[src/cbd_pkg.sv]
// Shared constants, register map, field layout and filter arithmetic for the button detector.
// Assumes a 32-bit register port with byte addresses and one system clock.
package cbd_pkg;

	// Data widths
	localparam int CNT_W = 24;
	localparam int DLT_W = CNT_W + 1;
	localparam int RAW_W = 16;
	localparam int NUM_W = 22;
	localparam int THR_W = 16;
	localparam int COEF_W = 4;
	localparam int ADDR_W = 8;
	localparam int DATA_W = 32;

	// Linearisation numerator
	localparam logic [NUM_W-1:0] LIN_NUMERATOR = 22'h31FFCE;

	// Register byte addresses
	localparam logic [ADDR_W-1:0] A_SYS_CMD = 8'h00;
	localparam logic [ADDR_W-1:0] A_SET_A = 8'h04;
	localparam logic [ADDR_W-1:0] A_SET_B = 8'h08;
	localparam logic [ADDR_W-1:0] A_COEF = 8'h0C;
	localparam logic [ADDR_W-1:0] A_POWER = 8'h10;
	localparam logic [ADDR_W-1:0] A_BTN_THR = 8'h14;
	localparam logic [ADDR_W-1:0] A_FRZ_THR = 8'h18;
	localparam logic [ADDR_W-1:0] A_FAST_BND = 8'h1C;
	localparam logic [ADDR_W-1:0] A_TIMEOUT = 8'h20;
	localparam logic [ADDR_W-1:0] A_MOV_THR = 8'h24;
	localparam logic [ADDR_W-1:0] A_STATUS = 8'h28;
	localparam logic [ADDR_W-1:0] A_COUNTS = 8'h2C;
	localparam logic [ADDR_W-1:0] A_REF = 8'h30;
	localparam logic [ADDR_W-1:0] A_DELTA = 8'h34;
	localparam logic [ADDR_W-1:0] A_LIN = 8'h38;
	localparam logic [ADDR_W-1:0] A_MOV_DELTA = 8'h3C;

	// Field positions
	localparam int B_RESEED = 0;
	localparam int B_TWO_SIDED = 0;
	localparam int B_INVERT = 1;
	localparam int B_SENSE_MODE = 0;
	localparam int F_CNT_COEF = 0;
	localparam int F_REF_COEF = 4;
	localparam int F_LP_COEF = 8;
	localparam int F_FAST_COEF = 12;
	localparam int B_ST_ACTIVE = 0;
	localparam int B_ST_FROZEN = 1;
	localparam int B_ST_ENTER = 2;
	localparam int B_ST_EXIT = 3;
	localparam int B_ST_RESEED = 4;

	// Reset values
	localparam logic [COEF_W-1:0] RST_CNT_COEF = 4'h2;
	localparam logic [COEF_W-1:0] RST_REF_COEF = 4'h7;
	localparam logic [COEF_W-1:0] RST_LP_COEF = 4'h9;
	localparam logic [COEF_W-1:0] RST_FAST_COEF = 4'h2;
	localparam logic [THR_W-1:0] RST_BTN_THR = 16'h0064;
	localparam logic [THR_W-1:0] RST_FRZ_THR = 16'h0032;
	localparam logic [THR_W-1:0] RST_FAST_BND = 16'h0064;
	localparam logic [THR_W-1:0] RST_TIMEOUT = 16'h0000;
	localparam logic [THR_W-1:0] RST_MOV_THR = 16'h0014;

	typedef enum logic [1:0] {PM_HIGH_ACC, PM_NORMAL, PM_LOW, PM_ULTRA_LOW} cbd_power_t;
	typedef enum logic {SM_SELF_CAP, SM_INDUCTIVE} cbd_sense_t;

	// First-order low-pass step: old + ((in - old) >>> k)
	function automatic logic [CNT_W-1:0] iir(input logic [CNT_W-1:0] old, input logic [CNT_W-1:0] inp,
			input logic [COEF_W-1:0] k);
		logic signed [CNT_W:0] diff;
		logic signed [CNT_W:0] step;
		logic [CNT_W:0] sum;
		diff = signed'({1'b0, inp}) - signed'({1'b0, old});
		step = diff >>> k;
		sum = {1'b0, old} + unsigned'(step);
		iir = sum[CNT_W-1:0];
	endfunction

endpackage

[src/cbd_div_if.sv]
// Handshake between the sample sequencer and the reciprocal divider.
// Assumes both ends share the core clock.
`timescale 1ns/1ps
interface cbd_div_if;
	logic                            start;
	logic [cbd_pkg::RAW_W-1:0]       denom;
	logic                            busy;
	logic                            done;
	logic [cbd_pkg::CNT_W-1:0]       quot;

	modport master (output start, output denom, input busy, input done, input quot);
	modport slave (input start, input denom, output busy, output done, output quot);
endinterface

[src/cbd_top.sv]
// Capacitive / inductive button detector: linearisation, counts filter, reference tracking and detection.
// Assumes raw samples arrive with a valid/ready handshake and the register port of the system bus.
//
// Contract
// - Linearised count is 3276750 over raw count; later stages use only it.
// - Linearised counts pass a low-pass IIR set by the counts coefficient.
// - Delta equals reference minus filtered counts and is stored for readout.
// - While neither active nor frozen, the reference slowly follows filtered counts.
// - Delta above button threshold enters active state and sets its status bit.
// - Reference holds while active or while delta exceeds the freeze threshold.
// - Normal coefficient in high-accuracy/normal modes, low-power one in low/ultra-low.
// - Negative delta never activates; beyond fast bound, reference uses fast coefficient.
// - Two-sided bit disables fast recovery; invert bit flips the delta sign.
// - Reseed loads filtered counts and reference with the latest count.
// - Active for the stuck timeout triggers automatic reseed; zero disables it.
// - Host sets the command reseed bit; the block then reseeds.
// - Self-capacitive or inductive sensing chosen by a field in settings B.
// - Button and movement paths keep separate references and deltas.
`timescale 1ns/1ps
module cbd_top (
	// Clock and reset
	input  wire logic                            CORE_CLK,
	input  wire logic                            RST_B,
	// Register port
	input  wire logic [cbd_pkg::ADDR_W-1:0]      REG_ADDR,
	input  wire logic [cbd_pkg::DATA_W-1:0]      REG_WDATA,
	input  wire logic                            REG_WR,
	input  wire logic                            REG_RD,
	output logic      [cbd_pkg::DATA_W-1:0]      REG_RDATA,
	// Raw sample stream
	input  wire logic                            SAMPLE_VALID,
	input  wire logic [cbd_pkg::RAW_W-1:0]       SAMPLE_RAW,
	output logic                                 SAMPLE_READY,
	// Front-end control and events
	output logic                                 SENSE_MODE,
	output logic                                 BUTTON_ACTIVE,
	output logic                                 REF_FROZEN,
	output logic                                 MOVE_ENTERED,
	output logic                                 MOVE_EXITED
);
	typedef enum logic [1:0] {ST_IDLE, ST_DIV, ST_COUNTS, ST_REF} cbd_state_t;

	// Reset release
	logic                                  rst_meta;
	logic                                  rst_n;

	always_ff @(posedge CORE_CLK or negedge RST_B) begin
		if (!RST_B) begin
			rst_meta <= 1'b0;
			rst_n <= 1'b0;
		end else begin
			rst_meta <= 1'b1;
			rst_n <= rst_meta;
		end
	end

	// Settings
	logic                                  two_sided;
	logic                                  invert;
	cbd_pkg::cbd_sense_t                   sense_mode;
	logic [cbd_pkg::COEF_W-1:0]            cnt_coef;
	logic [cbd_pkg::COEF_W-1:0]            ref_coef;
	logic [cbd_pkg::COEF_W-1:0]            lp_coef;
	logic [cbd_pkg::COEF_W-1:0]            fast_coef;
	cbd_pkg::cbd_power_t                   power_mode;
	logic [cbd_pkg::THR_W-1:0]             btn_thr;
	logic [cbd_pkg::THR_W-1:0]             frz_thr;
	logic [cbd_pkg::THR_W-1:0]             fast_bnd;
	logic [cbd_pkg::THR_W-1:0]             timeout;
	logic [cbd_pkg::THR_W-1:0]             mov_thr;

	// Processing state
	cbd_state_t                            state;
	cbd_state_t                            next_state;
	logic [cbd_pkg::CNT_W-1:0]             lin;
	logic [cbd_pkg::CNT_W-1:0]             counts;
	logic [cbd_pkg::CNT_W-1:0]             reference;
	logic signed [cbd_pkg::DLT_W-1:0]      delta;
	logic                                  seeded;
	logic                                  have_lin;
	logic                                  active;
	logic                                  frozen;
	logic [cbd_pkg::THR_W-1:0]             stuck;
	logic                                  reseed_pending;
	logic signed [cbd_pkg::DLT_W-1:0]      mov_delta;
	logic                                  mov_enter;
	logic                                  mov_exit;

	// Register decode
	wire wr_cmd = REG_WR && REG_ADDR == cbd_pkg::A_SYS_CMD;
	wire wr_set_a = REG_WR && REG_ADDR == cbd_pkg::A_SET_A;
	wire wr_set_b = REG_WR && REG_ADDR == cbd_pkg::A_SET_B;
	wire wr_coef = REG_WR && REG_ADDR == cbd_pkg::A_COEF;
	wire wr_power = REG_WR && REG_ADDR == cbd_pkg::A_POWER;
	wire wr_btn_thr = REG_WR && REG_ADDR == cbd_pkg::A_BTN_THR;
	wire wr_frz_thr = REG_WR && REG_ADDR == cbd_pkg::A_FRZ_THR;
	wire wr_fast_bnd = REG_WR && REG_ADDR == cbd_pkg::A_FAST_BND;
	wire wr_timeout = REG_WR && REG_ADDR == cbd_pkg::A_TIMEOUT;
	wire wr_mov_thr = REG_WR && REG_ADDR == cbd_pkg::A_MOV_THR;
	wire host_reseed = wr_cmd && REG_WDATA[cbd_pkg::B_RESEED];

	// Status word
	wire [cbd_pkg::DATA_W-1:0] status_word = cbd_pkg::DATA_W'({reseed_pending, mov_exit, mov_enter, frozen, active});

	// Read selection; unmapped addresses read as zero
	wire [cbd_pkg::DATA_W-1:0] next_rdata =
		(REG_ADDR == cbd_pkg::A_SYS_CMD)   ? cbd_pkg::DATA_W'(reseed_pending) :
		(REG_ADDR == cbd_pkg::A_SET_A)     ? cbd_pkg::DATA_W'({invert, two_sided}) :
		(REG_ADDR == cbd_pkg::A_SET_B)     ? cbd_pkg::DATA_W'(sense_mode) :
		(REG_ADDR == cbd_pkg::A_COEF)      ? cbd_pkg::DATA_W'({fast_coef, lp_coef, ref_coef, cnt_coef}) :
		(REG_ADDR == cbd_pkg::A_POWER)     ? cbd_pkg::DATA_W'(power_mode) :
		(REG_ADDR == cbd_pkg::A_BTN_THR)   ? cbd_pkg::DATA_W'(btn_thr) :
		(REG_ADDR == cbd_pkg::A_FRZ_THR)   ? cbd_pkg::DATA_W'(frz_thr) :
		(REG_ADDR == cbd_pkg::A_FAST_BND)  ? cbd_pkg::DATA_W'(fast_bnd) :
		(REG_ADDR == cbd_pkg::A_TIMEOUT)   ? cbd_pkg::DATA_W'(timeout) :
		(REG_ADDR == cbd_pkg::A_MOV_THR)   ? cbd_pkg::DATA_W'(mov_thr) :
		(REG_ADDR == cbd_pkg::A_STATUS)    ? status_word :
		(REG_ADDR == cbd_pkg::A_COUNTS)    ? cbd_pkg::DATA_W'(counts) :
		(REG_ADDR == cbd_pkg::A_REF)       ? cbd_pkg::DATA_W'(reference) :
		(REG_ADDR == cbd_pkg::A_DELTA)     ? cbd_pkg::DATA_W'(delta) :
		(REG_ADDR == cbd_pkg::A_LIN)       ? cbd_pkg::DATA_W'(lin) :
		(REG_ADDR == cbd_pkg::A_MOV_DELTA) ? cbd_pkg::DATA_W'(mov_delta) :
		'0;

	always_ff @(posedge CORE_CLK or negedge rst_n) begin
		if (!rst_n) begin
			two_sided <= 1'b0;
			invert <= 1'b0;
			sense_mode <= cbd_pkg::SM_SELF_CAP;
			cnt_coef <= cbd_pkg::RST_CNT_COEF;
			ref_coef <= cbd_pkg::RST_REF_COEF;
			lp_coef <= cbd_pkg::RST_LP_COEF;
			fast_coef <= cbd_pkg::RST_FAST_COEF;
			power_mode <= cbd_pkg::PM_NORMAL;
			btn_thr <= cbd_pkg::RST_BTN_THR;
			frz_thr <= cbd_pkg::RST_FRZ_THR;
			fast_bnd <= cbd_pkg::RST_FAST_BND;
			timeout <= cbd_pkg::RST_TIMEOUT;
			mov_thr <= cbd_pkg::RST_MOV_THR;
		end else begin
			if (wr_set_a) begin
				two_sided <= REG_WDATA[cbd_pkg::B_TWO_SIDED];
				invert <= REG_WDATA[cbd_pkg::B_INVERT];
			end
			if (wr_set_b) begin
				sense_mode <= cbd_pkg::cbd_sense_t'(REG_WDATA[cbd_pkg::B_SENSE_MODE]);
			end
			if (wr_coef) begin
				cnt_coef <= REG_WDATA[cbd_pkg::F_CNT_COEF +: cbd_pkg::COEF_W];
				ref_coef <= REG_WDATA[cbd_pkg::F_REF_COEF +: cbd_pkg::COEF_W];
				lp_coef <= REG_WDATA[cbd_pkg::F_LP_COEF +: cbd_pkg::COEF_W];
				fast_coef <= REG_WDATA[cbd_pkg::F_FAST_COEF +: cbd_pkg::COEF_W];
			end
			if (wr_power) begin
				power_mode <= cbd_pkg::cbd_power_t'(REG_WDATA[1:0]);
			end
			if (wr_btn_thr) begin
				btn_thr <= REG_WDATA[cbd_pkg::THR_W-1:0];
			end
			if (wr_frz_thr) begin
				frz_thr <= REG_WDATA[cbd_pkg::THR_W-1:0];
			end
			if (wr_fast_bnd) begin
				fast_bnd <= REG_WDATA[cbd_pkg::THR_W-1:0];
			end
			if (wr_timeout) begin
				timeout <= REG_WDATA[cbd_pkg::THR_W-1:0];
			end
			if (wr_mov_thr) begin
				mov_thr <= REG_WDATA[cbd_pkg::THR_W-1:0];
			end
		end
	end

	always_ff @(posedge CORE_CLK or negedge rst_n) begin
		if (!rst_n) begin
			REG_RDATA <= '0;
		end else begin
			REG_RDATA <= REG_RD ? next_rdata : '0;
		end
	end

	// Divider
	cbd_div_if div ();

	cbd_divider u_div (
		.clk   (CORE_CLK),
		.rst_n (rst_n),
		.d     (div)
	);

	wire take_sample = state == ST_IDLE && SAMPLE_VALID;
	assign div.start = take_sample;
	assign div.denom = SAMPLE_RAW;

	// Sequencer
	always_comb begin
		next_state = state;
		unique case (state)
			ST_IDLE:   next_state = take_sample ? ST_DIV : ST_IDLE;
			ST_DIV:    next_state = div.done ? ST_COUNTS : ST_DIV;
			ST_COUNTS: next_state = ST_REF;
			ST_REF:    next_state = ST_IDLE;
		endcase
	end

	// Detection math on the freshly filtered counts
	wire signed [cbd_pkg::DLT_W-1:0] raw_delta = signed'({1'b0, reference}) - signed'({1'b0, counts});
	wire signed [cbd_pkg::DLT_W-1:0] eff_delta = invert ? -raw_delta : raw_delta;
	wire signed [cbd_pkg::DLT_W-1:0] neg_mag = -eff_delta;
	// Only a positive delta can cross the threshold, so negative swings never activate
	wire next_active = eff_delta > signed'(cbd_pkg::DLT_W'(btn_thr));
	wire next_frozen = eff_delta > signed'(cbd_pkg::DLT_W'(frz_thr));
	wire fast_recover = !two_sided && eff_delta < 0 && neg_mag > signed'(cbd_pkg::DLT_W'(fast_bnd));
	wire low_power = power_mode == cbd_pkg::PM_LOW || power_mode == cbd_pkg::PM_ULTRA_LOW;
	wire [cbd_pkg::COEF_W-1:0] slow_coef = low_power ? lp_coef : ref_coef;
	wire hold_ref = next_active || next_frozen;
	wire [cbd_pkg::CNT_W-1:0] next_reference =
		fast_recover ? cbd_pkg::iir(reference, counts, fast_coef) :
		hold_ref     ? reference :
		cbd_pkg::iir(reference, counts, slow_coef);

	// Stuck detection counts processed samples spent active
	wire [cbd_pkg::THR_W-1:0] next_stuck = stuck + 16'h0001;
	wire stuck_hit = state == ST_REF && next_active && timeout != '0 && next_stuck >= timeout;
	// Reseed waits for idle so it never tears a sample mid-flight; a new request beats the clear
	wire apply_reseed = reseed_pending && state == ST_IDLE && have_lin;
	wire reseed_set = host_reseed || stuck_hit;
	wire motion_update = state == ST_REF;

	always_ff @(posedge CORE_CLK or negedge rst_n) begin
		if (!rst_n) begin
			state <= ST_IDLE;
			SAMPLE_READY <= 1'b0;
			lin <= '0;
			have_lin <= 1'b0;
			seeded <= 1'b0;
			counts <= '0;
			reference <= '0;
			delta <= '0;
			active <= 1'b0;
			frozen <= 1'b0;
			stuck <= '0;
			reseed_pending <= 1'b0;
		end else begin
			state <= next_state;
			SAMPLE_READY <= next_state == ST_IDLE;
			reseed_pending <= reseed_set || (reseed_pending && !apply_reseed);
			if (state == ST_DIV && div.done) begin
				lin <= div.quot;
				have_lin <= 1'b1;
			end
			if (apply_reseed) begin
				counts <= lin;
				reference <= lin;
				active <= 1'b0;
				stuck <= '0;
			end else if (state == ST_COUNTS) begin
				// First sample seeds the filter so it does not ramp from zero
				counts <= seeded ? cbd_pkg::iir(counts, lin, cnt_coef) : lin;
				if (!seeded) begin
					reference <= lin;
				end
				seeded <= 1'b1;
			end else if (state == ST_REF) begin
				delta <= eff_delta;
				active <= next_active;
				frozen <= next_frozen;
				reference <= next_reference;
				stuck <= (next_active && !stuck_hit) ? next_stuck : '0;
			end
		end
	end

	// Movement path with its own reference
	cbd_motion u_motion (
		.clk        (CORE_CLK),
		.rst_n      (rst_n),
		.update     (motion_update),
		.counts     (counts),
		.ref_coeff  (slow_coef),
		.fast_coeff (fast_coef),
		.threshold  (mov_thr),
		.invert     (invert),
		.delta      (mov_delta),
		.entered    (mov_enter),
		.exited     (mov_exit)
	);

	// Pin outputs, registered
	always_ff @(posedge CORE_CLK or negedge rst_n) begin
		if (!rst_n) begin
			SENSE_MODE <= 1'b0;
			BUTTON_ACTIVE <= 1'b0;
			REF_FROZEN <= 1'b0;
			MOVE_ENTERED <= 1'b0;
			MOVE_EXITED <= 1'b0;
		end else begin
			SENSE_MODE <= sense_mode == cbd_pkg::SM_INDUCTIVE;
			BUTTON_ACTIVE <= active;
			REF_FROZEN <= frozen;
			MOVE_ENTERED <= mov_enter;
			MOVE_EXITED <= mov_exit;
		end
	end
endmodule

[src/cbd_divider.sv]
// Restoring divider forming the fixed numerator over the raw count, one quotient bit a cycle.
// Assumes start is only raised while busy is low; denom must hold for that one cycle only.
`timescale 1ns/1ps
module cbd_divider (
	// Clock and reset
	input  wire logic clk,
	input  wire logic rst_n,
	// Division handshake
	cbd_div_if.slave  d
);
	logic [cbd_pkg::RAW_W-1:0]   den;
	logic [cbd_pkg::RAW_W:0]     rem;
	logic [cbd_pkg::NUM_W-1:0]   quo;
	logic [4:0]                  cnt;
	logic                        busy;
	logic                        done;
	wire  [cbd_pkg::RAW_W:0]     trial = {rem[cbd_pkg::RAW_W-1:0], cbd_pkg::LIN_NUMERATOR[cnt]};
	wire                         fits = trial >= {1'b0, den};
	wire  [cbd_pkg::RAW_W:0]     rest = fits ? trial - {1'b0, den} : trial;

	assign d.busy = busy;
	assign d.done = done;
	assign d.quot = cbd_pkg::CNT_W'(quo);

	always_ff @(posedge clk or negedge rst_n) begin
		if (!rst_n) begin
			den <= '0;
			rem <= '0;
			quo <= '0;
			cnt <= '0;
			busy <= 1'b0;
			done <= 1'b0;
		end else begin
			done <= 1'b0;
			if (d.start && !busy) begin
				// A zero raw count would divide by zero; saturate instead
				if (d.denom == '0) begin
					quo <= '1;
					done <= 1'b1;
				end else begin
					den <= d.denom;
					rem <= '0;
					quo <= '0;
					cnt <= 5'(cbd_pkg::NUM_W - 1);
					busy <= 1'b1;
				end
			end else if (busy) begin
				rem <= rest;
				quo <= {quo[cbd_pkg::NUM_W-2:0], fits};
				if (cnt == '0) begin
					busy <= 1'b0;
					done <= 1'b1;
				end else begin
					cnt <= cnt - 5'h01;
				end
			end
		end
	end
endmodule

[src/cbd_motion.sv]
// Movement event path: its own reference and delta, never touching the button path's state.
// Assumes update pulses once per processed sample with settled filtered counts.
`timescale 1ns/1ps
module cbd_motion (
	// Clock and reset
	input  wire logic                              clk,
	input  wire logic                              rst_n,
	// Sample input
	input  wire logic                              update,
	input  wire logic [cbd_pkg::CNT_W-1:0]         counts,
	// Settings
	input  wire logic [cbd_pkg::COEF_W-1:0]        ref_coeff,
	input  wire logic [cbd_pkg::COEF_W-1:0]        fast_coeff,
	input  wire logic [cbd_pkg::THR_W-1:0]         threshold,
	input  wire logic                              invert,
	// Results
	output logic signed [cbd_pkg::DLT_W-1:0]       delta,
	output logic                                   entered,
	output logic                                   exited
);
	logic [cbd_pkg::CNT_W-1:0]            reference;
	logic                                 seeded;
	wire  signed [cbd_pkg::DLT_W-1:0]     raw_delta = signed'({1'b0, reference}) - signed'({1'b0, counts});
	wire  signed [cbd_pkg::DLT_W-1:0]     eff_delta = !seeded ? '0 : (invert ? -raw_delta : raw_delta);
	wire  signed [cbd_pkg::DLT_W-1:0]     thr = signed'(cbd_pkg::DLT_W'(threshold));
	wire                                  pos_hit = eff_delta > thr;
	wire                                  neg_hit = -eff_delta > thr;
	wire  [cbd_pkg::COEF_W-1:0]           coeff = (pos_hit || neg_hit) ? fast_coeff : ref_coeff;

	always_ff @(posedge clk or negedge rst_n) begin
		if (!rst_n) begin
			reference <= '0;
			seeded <= 1'b0;
			delta <= '0;
			entered <= 1'b0;
			exited <= 1'b0;
		end else if (update) begin
			// Never halted: fast coefficient while delta is beyond the threshold either way, regular otherwise
			reference <= seeded ? cbd_pkg::iir(reference, counts, coeff) : counts;
			seeded <= 1'b1;
			delta <= eff_delta;
			entered <= pos_hit;
			exited <= neg_hit;
		end
	end
endmodule

[config.mk]
export PLATFORM = sky130hd
export DESIGN_NAME = cbd_top
export DESIGN_NICKNAME = d
export VERILOG_FILES = /design/src/cbd_pkg.sv /design/src/cbd_div_if.sv /design/src/cbd_top.sv /design/src/cbd_divider.sv /design/src/cbd_motion.sv
export SDC_FILE = /design/constraint.sdc
export NUM_CORES = 2
export LEC_CHECK = 0
export BUFFER_PORTS_ARGS = -buffer_cell sky130_fd_sc_hd__buf_4
export CORE_UTILIZATION = 50
export DETAILED_ROUTE_END_ITERATION = 12
export GPL_TIMING_DRIVEN = 0
export PLACE_DENSITY_LB_ADDON = 0.2
export SETUP_SLACK_MARGIN = 0.3
export SLEW_MARGIN = 0
export SYNTH_ARGS = -nofsm -noshare
export SYNTH_HDL_FRONTEND = slang
export SYNTH_SLANG_ARGS = --single-unit
[constraint.sdc]
create_clock -name CORE_CLK -period 11.9 [get_ports CORE_CLK]
set_input_delay 2.38 -clock CORE_CLK [delete_from_list [all_inputs] [get_ports CORE_CLK]]
set_output_delay 2.38 -clock CORE_CLK [all_outputs]
set_load 0.05 [all_outputs]
---- Word-level counts from Yosys, hierarchy flattened ----
Memories as Yosys holds them, arrays and structs flattened.
Index checks and enable logic that the tools add are counted.
word-level totals
  memories ................................ 1
  logic and storage cells ................. 213
  ROM bits ................................ 32
  register bits ........................... 372
operators by class
  order comparisons ....................... 9
  shift operators ......................... 4
  reduce and logical (&&, ||, !) cells .... 49
  $add $sub $neg .......................... 16
  bitwise operators ....................... 3
  eq/ne operators ......................... 25
  muxes and demuxes ....................... 62
memory list
  name              depth  width  read ports  clocked after memory_dff  write ports  RTL line           RTL
  (name not given)  32     1      1           0                         0            cbd_divider.sv:17  wire [cbd_pkg::RAW_W:0] trial = {rem[cbd_pkg::RAW_W-1:0], cbd_pkg::LIN_NUMERATOR[cnt]};
operators with widths
  kind                                                                   count
  32-bit two-way mux                                                     17
  24-bit two-way mux                                                     10
  16-bit two-way mux                                                     8
  25-bit by 17-bit > comparator with 1-bit output                        5
  25-bit negation                                                        4
  25-bit by 4-bit >>> shifter with 24-bit output                         4
  24-bit by 24-bit subtractor with 25-bit output                         4
  24-bit adder                                                           4
  25-bit two-way mux                                                     3
  22-bit two-way mux                                                     3
  8-bit by 6-bit equality test with 1-bit output, second input constant  8
  8-bit by 5-bit equality test with 1-bit output, second input constant  4
  25-bit by 1-bit < comparator with 1-bit output, second input constant  1
  22-bit by 24-bit subtractor with 25-bit output                         1
  1-bit logical AND                                                      23
  5-bit two-way mux                                                      4
  17-bit by 16-bit greater-or-equal comparator with 1-bit output         1
  16-bit by 1-bit adder with 16-bit output, second input constant        1
  8-bit by 4-bit equality test with 1-bit output, second input constant  2
  16-bit greater-or-equal comparator                                     1
  16-bit logical NOT                                                     1
  16-bit nonzero test                                                    1
  16-bit subtractor                                                      1
  1-bit two-way mux                                                      13
  22 further kinds                                                       44

---- Longest topological paths before layout ----
  depth after elaboration ................. 18
  gate-level depth with buffers ........... 53

---- Hierarchy ----
A second synthesis with hierarchy kept.
unflattened totals
  cell total of the unflattened synthesis .. 4039
  area total of the unflattened synthesis .. 34760.8 sq um
by module, submodules not included
  module       cells an instance  seq. area each (sq um)  area each (sq um)  instances
  cbd_top      2461               6379.9                  22028.6            1
  cbd_motion   1169               1301.2                  9131.3             1
  cbd_divider  409                1526.5                  3601.0             1

---- Least setup slack after synthesis ----
OpenSTA, ideal clock, no wires.
  path kind ............................... flip-flop to flip-flop
  from .................................... reg counts[1] in the netlist's numbering
  to ...................................... reg u_motion.reference[22] in the netlist's numbering
  cell stages (with the launch flop) ...... 49
  library setup time ...................... 0.083 ns
  period minus slack after synthesis ...... 10.078 ns
  arrival time ............................ 9.996 ns
  data required time ...................... 11.817 ns
  slack ................................... 1.822 ns
  buffers on the path ..................... 5
  path through ............................ dfrtp_1 inv_1 fa_1 a211o_1 a21boi_2 nor2_1 or3_1 a311o_1 or4b_1 clkbuf_1 o21ai_1 xnor2_1 and2_1 clkbuf_1 xor2_1 ha_1 nand3_1 o21ai_0 [... 13 more ...] a21o_1 a21oi_1 o21bai_1 a21oi_1 o21bai_1 a21oi_1 o21bai_1 a21oi_1 o21bai_1 a21oi_1 nor2_1 o31a_1 o41ai_1 a21oi_1 o41ai_1 xnor2_1 mux2i_1 o21ai_0
on the way
  word-level cells in the longest chain between the ends .. 11
  elaborated cells between the ends (all ways) .. 13
ends and longest elaborated chain
  element                                           RTL line          RTL
  start: declaration                                cbd_top.sv:76     logic [cbd_pkg::CNT_W-1:0] counts;
  start signal: assignment                          cbd_top.sv:254    counts <= lin;
  start signal: assignment                          cbd_top.sv:260    counts <= seeded ? cbd_pkg::iir(counts, lin, cnt_coef) : lin;
  24-bit by 24-bit subtractor with 25-bit output *  cbd_motion.sv:23  wire signed [cbd_pkg::DLT_W-1:0] raw_delta = signed'({1'b0, reference}) - signed'({1'b0, counts});
  25-bit negation                                   cbd_motion.sv:24  wire signed [cbd_pkg::DLT_W-1:0] eff_delta = !seeded ? '0 : (invert ? -raw_delta : raw_delta);
  25-bit two-way mux * (2 in series)                cbd_motion.sv:24
  named net u_motion.eff_delta, one bit             cbd_motion.sv:24
  25-bit negation                                   cbd_motion.sv:27  wire neg_hit = -eff_delta > thr;
  25-bit by 17-bit > comparator with 1-bit output   cbd_motion.sv:27
  1-bit logical OR *                                cbd_motion.sv:28  wire [cbd_pkg::COEF_W-1:0] coeff = (pos_hit || neg_hit) ? fast_coeff : ref_coeff;
  4-bit two-way mux *                               cbd_motion.sv:28
  25-bit by 4-bit >>> shifter with 24-bit output *  cbd_pkg.sv:72     step = diff >>> k;
  24-bit adder *                                    cbd_pkg.sv:73     sum = {1'b0, old} + unsigned'(step);
  24-bit two-way mux *                              cbd_motion.sv:39  reference <= seeded ? cbd_pkg::iir(reference, counts, coeff) : counts;
  end signal: assignment                            cbd_motion.sv:39
  end: declaration                                  cbd_motion.sv:21  logic [cbd_pkg::CNT_W-1:0] reference;
The timed path passes the listed nets; every way through them passes the cells marked *.
A chain may end at the register's enable or synchronous reset.

---- Worst setup path in the final report ----
  from .................................... reg counts[12] in the netlist's numbering
  to ...................................... reg u_motion.reference[23] in the netlist's numbering
on the way
  word-level cells in the longest chain between the ends .. 11
  elaborated cells between the ends (all ways) .. 13
ends and longest elaborated chain
  element                                           RTL line
  24-bit by 24-bit subtractor with 25-bit output    cbd_motion.sv:23
  25-bit negation                                   cbd_motion.sv:24
  25-bit two-way mux (2 in series)                  cbd_motion.sv:24
  25-bit negation                                   cbd_motion.sv:27
  25-bit by 17-bit > comparator with 1-bit output   cbd_motion.sv:27
  1-bit logical OR                                  cbd_motion.sv:28
  4-bit two-way mux                                 cbd_motion.sv:28
  25-bit by 4-bit >>> shifter with 24-bit output *  cbd_pkg.sv:72
  24-bit adder *                                    cbd_pkg.sv:73
  24-bit two-way mux *                              cbd_motion.sv:39
Mark *: on every way between the ends. The rest lies on a longest branch, timed or not.

==> metrics.yaml <==
status: "complete, no violations"
syn-num-nets: 4469
cts_max_level: 2
hold_viol_final: 0
finalCritPeriodShare_pct: 93.41
tritoncts: "built"
maxSlewHeadroom_pct: 17.29
die_w_um: 264.3
endpoint_kind: "flip-flop"
nets: 4656
die-area_um2: 69860
clk_latency_ps: 590
cts_buffers: 43
worst_pin_slew_ps: 1241
maxSlewViolCount: 0
hpwl_um: 100800
cp_data_arrival_time_ps: 11530
cap_violations: 0
most-common-layout-cells: "nand2_1 (358), dfrtp_1 (332), ha_1 (307)"
crit_path_frequent_cell: "a21oi_2"
cp_slowest_cell: "xor2_1"
drtIter0Drc: 3971
finClkSkew_ps: 26.40
worst-path-max-fanout: 10
placed_cell_area_um2: 36250
syn_to_final_growth_pct: 12.29
ant_nets: 0
root_buffer: "clkbuf_16"
overflow: 0
ys_seq_area_share_pct: 26.62
setup_viol: 0
required_ps: 12310
final_layout_size_suffix_gt1_share_pct: 13.04
dr_total_vias: 33400
fp.dieH_um: 264.3
ctsLongestPathBuffers: 3
grt_pass1_wl_um: 193400
routed_via_density: 6.440
grt_max_degree: 68
cts.sinks: 365
core_um2: 67630
routed_wl_um: 131400
startpoint_type: "flip-flop"
ys_types: 101
synth_edf_count: 0
start_util_pct: 50.86
hp-class: "flip-flop to asynchronous set/reset pin"
yosys_warnings: 0
rsz0062_at_grt: "false"
ys_ff_latch: 365
antenna_found_initial: 10
gp_congestion: 1.027
slowest_delay_ps: 650
synth-async-reset-ratio_pct: 100.0
finish.instance_area_um2: 38630
criticalPathCategory: "flip-flop to flip-flop"
post_drt_wl_per_cell_um: 25.33
max_freq_ghz: 0.08996
syn_avg_cell_area_um2: 8.407
track_usage_pct: 36.60
final.min_clock_period_ps: 11120
clk_pin_slew_worst_paths_ps: 60
synth_ff_type: "dfrtp_1"
port_buffers: 78
netlist_instances: 4092
syn-cell-area_um2: 34400
drt_pass1_iterations: 10
path_buf_inv: 7
drc_errors: 0
grt_pass1_vias: 30930
top_level_ports: 99
critical-path-top-delay-family: "compound AO/OA/AOI/OAI gates"
layout_commonest_cell: "nand2_1"
num_rows: 95
-- Yosys cell counts (14+ instances only) --
cell type	count	share of area (%)
a21o_1	97	2.1
dfstp_2	19	1.5
nor2b_1	39	0.71
a211oi_1	59	1.3
a21oi_1	269	3.9
mux2_2	153	5.0
or2_2	22	0.40
o211ai_1	30	0.65
o21a_1	63	1.4
buf_1	25	0.27
dfrtp_1	346	25
a211o_1	14	0.36
mux2i_1	205	6.0
a222oi_1	19	0.55
ha_1	307	11
o22ai_1	54	0.98
clkbuf_1	145	1.6
buf_2	20	0.29
nor3_1	72	1.0
o31ai_1	22	0.48
o221ai_1	16	0.41
a221oi_1	21	0.53
a22oi_1	58	1.3
and2_1	37	0.67
nand4_1	39	0.71
inv_1	280	3.1
a21boi_0	16	0.35
nor4_1	37	0.67
and3_1	30	0.55
o21bai_1	30	0.65
nand2_1	358	3.9
o311ai_0	17	0.43
xor2_1	66	1.7
o21ai_0	237	3.4
nor2_1	291	3.2
nand2b_1	40	0.73
xnor2_1	155	3.9
nand3_1	99	1.4
or3_1	28	0.51
a31oi_1	31	0.56
-- final timing paths --
| check | startpoint | endpoint | slack (ps) | cells past startpoint |
|---|---|---|---|---|
| worst max-delay path | counts[12]$_DFFE_PN0N_ | u_motion.reference[23]$_DFFE_PN0P_ | 780 | 43 |
| worst min-delay path | rst_n$_DFF_PN0_ | fast_coef[0]$_DFFE_PN0P_ | 160 | 0 |
| worst max register to register | counts[12]$_DFFE_PN0N_ | u_motion.reference[23]$_DFFE_PN0P_ | 780 | 43 |
| worst min register to register | rst_n$_DFF_PN0_ | fast_coef[0]$_DFFE_PN0P_ | 160 | 0 |
| max in group asynchronous | RST_B | rst_n$_DFF_PN0_ | 10230 | 1 |
| min in group CORE_CLK | rst_meta$_DFF_PN0_ | rst_n$_DFF_PN0_ | 350 | 0 |
-- state kept, by name, summed over array words and instances (netlist names), 22 cells and up --
signal / flops
REG_RDATA: 25
counts: 24
delta: 25
lin: 22
reference: 24
u_div.quo: 22
u_motion.delta: 25
u_motion.reference: 24
-- what timing repair did --
action,CTS,global route
resized for setup,48,78
hold buffers,0,0
pin swaps,1,14
buffers inserted,25,33
endpoints found under the setup margin,26,16
-- logic make-up after synthesis --
family | Yosys count | share of synthesized area, %
AND/OR/NAND/NOR | 1134 | 15.53
multiplexers | 370 | 11.63
flip-flops | 365 | 26.62
AO/OA/AOI/OAI | 1193 | 23.19
adder cells (fa/ha/maj) | 316 | 11.69
buffers and inverters | 492 | 5.696
XOR/XNOR | 221 | 5.626
other | 1 | 0.01090
-- metrics by stage --
stage | hold slack [ps] | utilization, % | std cells | setup slack, ps | TNS, ps
floorplan | 331.2 | - | 4092 | 1007 | 0
global placement | 333.6 | 53.35 | 5043 | -3704 | -1265760
detailed placement | 158.4 | 53.60 | 5049 | -1186 | -13620
CTS | 163.3 | 56.24 | 5151 | 350.2 | 0
global route | 173.8 | 57.11 | 5184 | 261.8 | 0
finish | 159.4 | 57.12 | 5186 | 783.8 | 0
-- per-layer routing --
metal  track usage, %  share of wire [%]  routed length, µm  up-vias
met2            54.10                 42              55350     1562
met4            19.17                5.7               7457       10
met5                0              0.043                 57        -
met1            48.61                 41              53560    16180
li1                 -                  -                  -    15320
met3            9.955                 11              14920      330
-- area by class of cell --
class	count	area (µm²)
Clock inverter	15	234.0
Buffer	207	930.9
Tap cell	873	1092
Sequential cell	365	9203
Fill cell	6253	29000
Inverter	285	1107
Multi-Input combinational cell	3235	23640
Antenna cell	2	5.005
Clock buffer	62	1207
Timing Repair Buffer	142	1211
Power is left out: the tool's default activity adds up to more than one toggle a clock period on the data nets, which glitch-free logic cannot reach.
